`src/include/window_binding_regs.svh`:
```
/*
 Register offsets, field positions, reset values and window class split for the
 window binding logic. Assumes inclusion by bare name, once per file.
*/
`ifndef WINDOW_BINDING_REGS_SVH
`define WINDOW_BINDING_REGS_SVH

`define BIND_SPACE       8'h6F
`define SYNC_SPACE       8'hEF
`define BIND_VALID_BIT   63
`define BIND_UNIT_HI     9
`define BIND_UNIT_LO     5
`define SYNC_VALUE_BIT   0
`define WIN_STEP_SHIFT   3
`define WIN_COUNT        20
`define WIN_BARRIER_CNT  4
`define BIND_RESET       64'h0000_0000_0000_0000

`endif

```
`src/include/window_binding_pkg.sv`:
```
/*
 Types shared by the window binding logic.
 Assumes the header of constants is included where offsets are needed.
*/
package window_binding_pkg;

   typedef logic [4:0] unit_t;

   // Core access request in the window or binding space
   typedef struct packed {
      logic        valid;
      logic        write;
      logic        priv;
      logic [7:0]  space;
      logic [7:0]  addr;
      logic [63:0] wdata;
   } core_req_s;

   // Binding state of one window
   typedef struct packed {
      logic  bound;
      unit_t unit;
   } binding_s;

   typedef enum logic {
      CLASS_BARRIER,
      CLASS_POSTWAIT
   } win_class_e;

endpackage

```
`src/verilog/unit_class_check.sv`:
```
/*
 Checks a requested unit number against a window class.
 Assumes the unit count covers numbers 0 to 27; others do not exist.
*/
`include "window_binding_regs.svh"

module unit_class_check (
   // Request
   input  window_binding_pkg::unit_t      unit,
   input  window_binding_pkg::win_class_e win_class,
   // Result
   output logic                           accept
);

   wire is_barrier  = (unit <= 5'h03) ||
                      (unit >= 5'h10 && unit <= 5'h13);
   wire is_postwait = (unit >= 5'h04 && unit <= 5'h0B) ||
                      (unit >= 5'h14 && unit <= 5'h1B);

   // Nonexistent units fall in neither class
   assign accept = (win_class == window_binding_pkg::CLASS_BARRIER)
                   ? is_barrier
                   : is_postwait;

endmodule

```
`src/verilog/window_decode.sv`:
```
/*
 Decodes a window offset into a window index and its class.
 Assumes offsets arrive as the low address byte of the access.
*/
`include "window_binding_regs.svh"

module window_decode (
   // Address
   input  logic [7:0]                     addr,
   // Decoded window
   output logic [4:0]                     index,
   output logic                           hit,
   output window_binding_pkg::win_class_e win_class
);

   wire [4:0] slot = addr[7:`WIN_STEP_SHIFT];

   assign index = slot;
   // Aligned and within the twenty windows
   assign hit = (addr[2:0] == 3'h0) &&
                (slot < 5'(`WIN_COUNT));
   assign win_class = (slot < 5'(`WIN_BARRIER_CNT))
                      ? window_binding_pkg::CLASS_BARRIER
                      : window_binding_pkg::CLASS_POSTWAIT;

endmodule

```
`src/verilog/window_binding.sv`:
```
/*
 Per-core window binding table and window access routing to sync units.
 Assumes one access per cycle from the core; unit state lives outside.
*/
`include "window_binding_regs.svh"

module window_binding #(
   parameter int NUM_UNITS = 28
) (
   // Clock and reset
   input  wire logic                          clock,
   input  wire logic                          rstn,
   // Core access
   input  wire window_binding_pkg::core_req_s req,
   output logic                               ack,
   output logic [63:0]                        rdata,
   // Sync units
   input  wire logic [NUM_UNITS-1:0]          unit_last_sync,
   output logic                               status_we,
   output window_binding_pkg::unit_t          status_unit,
   output logic                               status_value
);

   window_binding_pkg::binding_s table_q [`WIN_COUNT];

   logic [4:0]                     win_idx;
   logic                           win_hit;
   window_binding_pkg::win_class_e win_class;
   logic                           class_ok;

   window_decode u_decode (
      .addr      (req.addr),
      .index     (win_idx),
      .hit       (win_hit),
      .win_class (win_class)
   );

   wire window_binding_pkg::unit_t new_unit =
      req.wdata[`BIND_UNIT_HI:`BIND_UNIT_LO];

   unit_class_check u_check (
      .unit      (new_unit),
      .win_class (win_class),
      .accept    (class_ok)
   );

   wire in_bind = req.valid && req.space == `BIND_SPACE && win_hit;
   wire in_sync = req.valid && req.space == `SYNC_SPACE && win_hit;
   // Binding space needs privilege; window space is open to all
   wire bind_ok = in_bind && req.priv;
   wire new_valid = req.wdata[`BIND_VALID_BIT];
   wire bind_wr = bind_ok && req.write;
   wire window_binding_pkg::binding_s cur = table_q[win_idx];

   // Rejected binding writes fall silently; no exception path exists
   wire do_bind = bind_wr && new_valid && class_ok;
   wire do_free = bind_wr && !new_valid;

   always_ff @(posedge clock or negedge rstn) begin
      if (!rstn) begin
         for (int i = 0; i < `WIN_COUNT; i++) begin
            table_q[i] <= '0;
         end
      end else if (do_bind) begin
         table_q[win_idx] <= '{bound: 1'b1, unit: new_unit};
      end else if (do_free) begin
         table_q[win_idx] <= '{bound: 1'b0, unit: cur.unit};
      end
   end

   // Status writes pass only through bound windows
   wire sync_wr = in_sync && req.write && cur.bound;
   wire in_range = 32'(cur.unit) < NUM_UNITS;

   assign status_we    = sync_wr;
   assign status_unit  = cur.unit;
   assign status_value = req.wdata[`SYNC_VALUE_BIT];
   assign ack          = in_bind ? req.priv : in_sync;

   logic [63:0] rdata_d;
   always_comb begin
      rdata_d = 64'h0000_0000_0000_0000;
      if (bind_ok) begin
         rdata_d[`BIND_VALID_BIT] = cur.bound;
         rdata_d[`BIND_UNIT_HI:`BIND_UNIT_LO] = cur.unit;
      end else if (in_sync && cur.bound && in_range) begin
         rdata_d[`SYNC_VALUE_BIT] = unit_last_sync[cur.unit];
      end
   end

   always_ff @(posedge clock or negedge rstn) begin
      if (!rstn) begin
         rdata <= 64'h0000_0000_0000_0000;
      end else if (req.valid && !req.write) begin
         rdata <= rdata_d;
      end
   end

   // is kept by the unit itself after each status_we pulse.

   a_reset_unbound: assert property (
      @(posedge clock) $rose(rstn) |-> !table_q[0].bound)
      else $error("window bound right after reset");

   a_bind_takes: assert property (
      @(posedge clock) disable iff (!rstn)
      do_bind |=> table_q[$past(win_idx)].bound)
      else $error("accepted binding not stored");

   a_class_reject: assert property (
      @(posedge clock) disable iff (!rstn)
      bind_wr && new_valid && !class_ok |=>
      table_q[$past(win_idx)] == $past(cur))
      else $error("rejected binding changed table");

   a_free_clears: assert property (
      @(posedge clock) disable iff (!rstn)
      do_free |=> !table_q[$past(win_idx)].bound)
      else $error("release did not clear binding");

   a_unbound_drop: assert property (
      @(posedge clock) disable iff (!rstn)
      status_we |-> cur.bound && in_sync)
      else $error("status write through unbound window");

   a_user_no_bind: assert property (
      @(posedge clock) disable iff (!rstn)
      in_bind && req.write && !req.priv |=>
      table_q[$past(win_idx)] == $past(cur))
      else $error("user changed a binding");

   a_bind_readback: assert property (
      @(posedge clock) disable iff (!rstn)
      bind_ok && !req.write |=>
      rdata[`BIND_VALID_BIT] == $past(cur.bound))
      else $error("binding read wrong valid");

   a_postwait_unit: assert property (
      @(posedge clock) disable iff (!rstn)
      do_bind && win_class == window_binding_pkg::CLASS_POSTWAIT |->
      (new_unit >= 5'h04 && new_unit <= 5'h0B) ||
      (new_unit >= 5'h14 && new_unit <= 5'h1B))
      else $error("post-wait window took wrong unit");

endmodule

```
`config.mk`:
```
export PLATFORM = sky130hd
export DESIGN_NAME = window_binding
export DESIGN_NICKNAME = d
export VERILOG_FILES = /design/src/include/window_binding_pkg.sv /design/src/verilog/unit_class_check.sv /design/src/verilog/window_decode.sv /design/src/verilog/window_binding.sv
export VERILOG_INCLUDE_DIRS = /design/src /design/src/include
export SDC_FILE = /design/constraint.sdc
export NUM_CORES = 1
export LEC_CHECK = 0
export BUFFER_PORTS_ARGS = -buffer_cell sky130_fd_sc_hd__buf_4
export CORE_ASPECT_RATIO = 0.7
export CORE_MARGIN = 2
export CORE_UTILIZATION = 53
export CTS_BUF_LIST = sky130_fd_sc_hd__clkbuf_16
export DETAILED_ROUTE_END_ITERATION = 8
export PLACE_DENSITY = 0.86
export SKIP_LAST_GASP = 1
export SYNTH_ARGS = -nofsm -noshare
export SYNTH_HDL_FRONTEND = slang
export SYNTH_SLANG_ARGS = --single-unit
```
`constraint.sdc`:
```
create_clock -name clock -period 3.1 [get_ports clock]
set_clock_uncertainty 0.2 [all_clocks]
set_input_delay 0.465 -clock clock [delete_from_list [all_inputs] [get_ports clock]]
set_output_delay 0.465 -clock clock [all_outputs]
set_load 0.01 [all_outputs]
```
==> summary.md <==
| Metric | Value |
|---|---|
| Period utilization | `between 90% and 100%` |
| Routed wire per std cell | `roughly 20 microns` |
| Most used cell, CP | `buf_4` |
| Peak supply drop | `0.464 mV` |
| Seq/Total Area, Yosys | `45.5%` |
| Initial antenna violation count | `0` |
| Die width | `~140 microns` |
| Outcome | `finished, final reports clean` |
| Clock buffer depth | `2` |
| Final Util | `about two thirds` |
| GPL Wtd Cong | `0.898` |
| DRC | `0` |
| Antenna diodes | `0` |
| Yosys cell types | `between 50 and 60` |
| Yosys reg bits | `127` |
| Leakage power | `between 4 and 5 nW` |
| Die footprint | `approximately 14000 sq um` |
| Worst path cell trace | `buf_6, buf_12, buf_12, buf_4, mux4_2, mux2i_4, o21ai_0, o21ai_1, buf_4, inv_1, buf_4` |
| Largest cells by area after synthesis | `dfrtp_1, mux2_2, mux4_2` |
| CTS tree | `built` |
| Delay-heaviest family, CP | `buffers and inverters` |
| Post-synth top area cell | `dfrtp_1` |
| Setup WS pre-CTS | `-0.388 ns` |
| Pin count of the biggest net entering global routing | `103` |
| Syn. warnings | `0` |
| Worst slew pin tran | `a little under 0.8 ns` |
| Total routed wirelength | `16700 microns` |
| Initial core utilization | `approximately 54%` |
| Post-synth top area share | `a little under half` |
| I/O Buffers | `68` |
| Core Region | `between 10000 and 15000 sq um` |
| Critical Path Stages | `11` |
| Share of layout cells above drive strength 1 | `45.2%` |
| CP startpoint kind | `input port` |
| Count leader, synth | `dfrtp_1` |
| Dpl cells | `~800` |
| Setup_tns | `0 ns` |
| Initial DRC count | `between 300 and 400` |
| Post-Synthesis Cells | `roughly 550` |
| Via count | `roughly 4700` |
| Reg2reg start | `table_q[25]` |
| PD cells | `494 nW/um^2` |
| RSZ-0062 raised after global routing | `no` |
| Crit path largest cell delay | `~0.54 ns` |
| Vias in the first global route | `between 4000 and 5000` |
| Gr ovfl total | `0` |
| Slew headroom | `47.5%` |
| Final setup fails | `0` |
| Most common flop cell mapped by yosys | `dfrtp_1` |
| Die height | `100 microns` |
| Startpoint of the worst hold path | `req[81]` |
| Final hold slack | `around 0.26 ns` |
| Root Driver | `clkbuf_16` |
| Overall power | `about 4.2 mW` |
| EDFF count, synth | `0` |
| Hold/Removal Path Class | `in -> reg` |
| Nets | `just under 800` |
| CP startpoint | `req[67]` |
| Site row count | `35` |
| GRT Util Overall | `between 20% and 30%` |
| Critical Path End Type | `output port` |
| Final Instance Area | `around 8400 sq um` |
| H-Tree Depth | `4` |
| Post-Syn Area | `around 7000 sq um` |
| First-pass GRT wire length | `26300 microns` |
| Skew-Pair Late Insertion Delay | `just over 0.4 ns` |
| Slowest CP cell | `mux4_2` |
| CTS clk-pin slew, worst paths | `roughly 0.06 ns` |
| Syn avg cell area | `around 13 sq um` |
| Commonest cells in the netlist | `dfrtp_1, mux2_2, buf_4, o21ai_0, mux2i_1` |
| Crit Path Max Fanout | `6` |
| Placed instance area | `a little under 8000 sq um` |
| Vias per cell | `approximately 5.6` |
| Layout Cells excl Fill | `836` |
| Max Freq | `about 330 MHz` |
| Arr. time, crit path | `about 2.4 ns` |
| Final hold vios | `0` |
| Post-synth ARST share | `between 90% and 100%` |
| CTS buffer count | `17` |
| IO Pins | `around 190` |
| First-pass DRT Iterations | `4` |
| R2R Setup Slk | `0.24 ns` |
| Worst Reg-to-Reg Cells | `9` |
| Worst Path Class, Setup | `in -> out` |
| DP HPWL | `roughly 12000 microns` |
| CP Buf/Inv Count | `7` |
| Layout area overhead | `20.8%` |
| Max-cap violations | `0` |
| Final ANT Viol Nets | `0` |
| Final critical-path required period | `approximately 3 ns` |
| Worst EP required | `about 2.4 ns` |
| Clock sinks | `~130` |
| Final Max Tran Viols | `0` |
| Hold path depth | `4` |
| PnR worst setup slack | `around 0.057 ns` |
area by class of cell:
| cell class | count | area [sq um] |
|---|---|---|
| fill | 932 | 4570 |
| tap | 166 | 208 |
| inverter | 8 | 30.0 |
| timing repair buffer | 117 | 976 |
| clock buffer | 17 | 425 |
| clock inverter | 15 | 215 |
| multi-input combinational | 386 | 3410 |
| sequential | 127 | 3180 |
power breakdown:
| part | leakage [nW] | total, mW | switching [mW] | internal [mW] |
|---|---|---|---|---|
| sequential | 1.78 | 1.66 | 0.0000181 | 1.66 |
| clock | 0.311 | 2.18 | 0.756 | 1.42 |
| combinational | 2.02 | 0.329 | 0.195 | 0.134 |
cell families (layout without fill, tap and decap cells):
logic type | Yosys count | after routing | share of synthesized area (%)
AO/OA/AOI/OAI | 77 | 77 | 6.97
XOR/XNOR | 1 | 1 | 0.125
AND/OR/NAND/NOR | 88 | 88 | 8.71
other | 1 | 57 | 0.0537
buffers and inverters | 97 | 157 | 9.03
multiplexers | 163 | 163 | 29.6
flip-flops | 127 | 127 | 45.5
layout by cell type (no fill, tap or decap), types with 4 or more instances in the layout:
master,n
buf_4,107
conb_1,57
clkbuf_16,17
mux2i_1,37
bufinv_16,5
clkinv_2,4
dfrtp_1,127
inv_1,8
mux2_2,100
mux4_2,22
nor2_4,20
a21oi_1,6
o221ai_1,4
buf_12,7
nand2_1,18
o21ai_0,47
nor2_1,14
nand3_1,4
and2_1,4
state kept, by name, summed over array words and instances, names as in the netlist:
name / cells
table_q: 120
rdata: 7
tightest hold or removal path, cell delays in order:
cell and delay (ns):
buf_4 0.09, nor2b_1 0.08, nand2_1 0.11, o21ai_0 0.08
per-layer routing:
layer	vias up	part of all wire, %	GRT usage, %
met3	17	7.7	6.73
met2	185	49	40.1
met4	0	1.0	6.62
met1	2419	43	33.3
met5	-	0	0
li1	2102	-	-
path summary, 6_finish.rpt:
| path | end |
|---|---|
| worst max-delay path | status_unit[2] |
| worst min-delay path | rdata[7] |
| worst max register to register | rdata[0] |
| worst min register to register | table_q[18] |
| max in group asynchronous | table_q[0] |
| min in group asynchronous | rdata[5] |
repair_timing:
item,CTS,global route
endpoints found under the setup margin,2,25
resized for setup,1,9
endpoints found under the hold margin,25,0
pin swaps,0,2
buffers inserted,1,3
hold buffers,1,0
(Power assumes the default switching activity.)
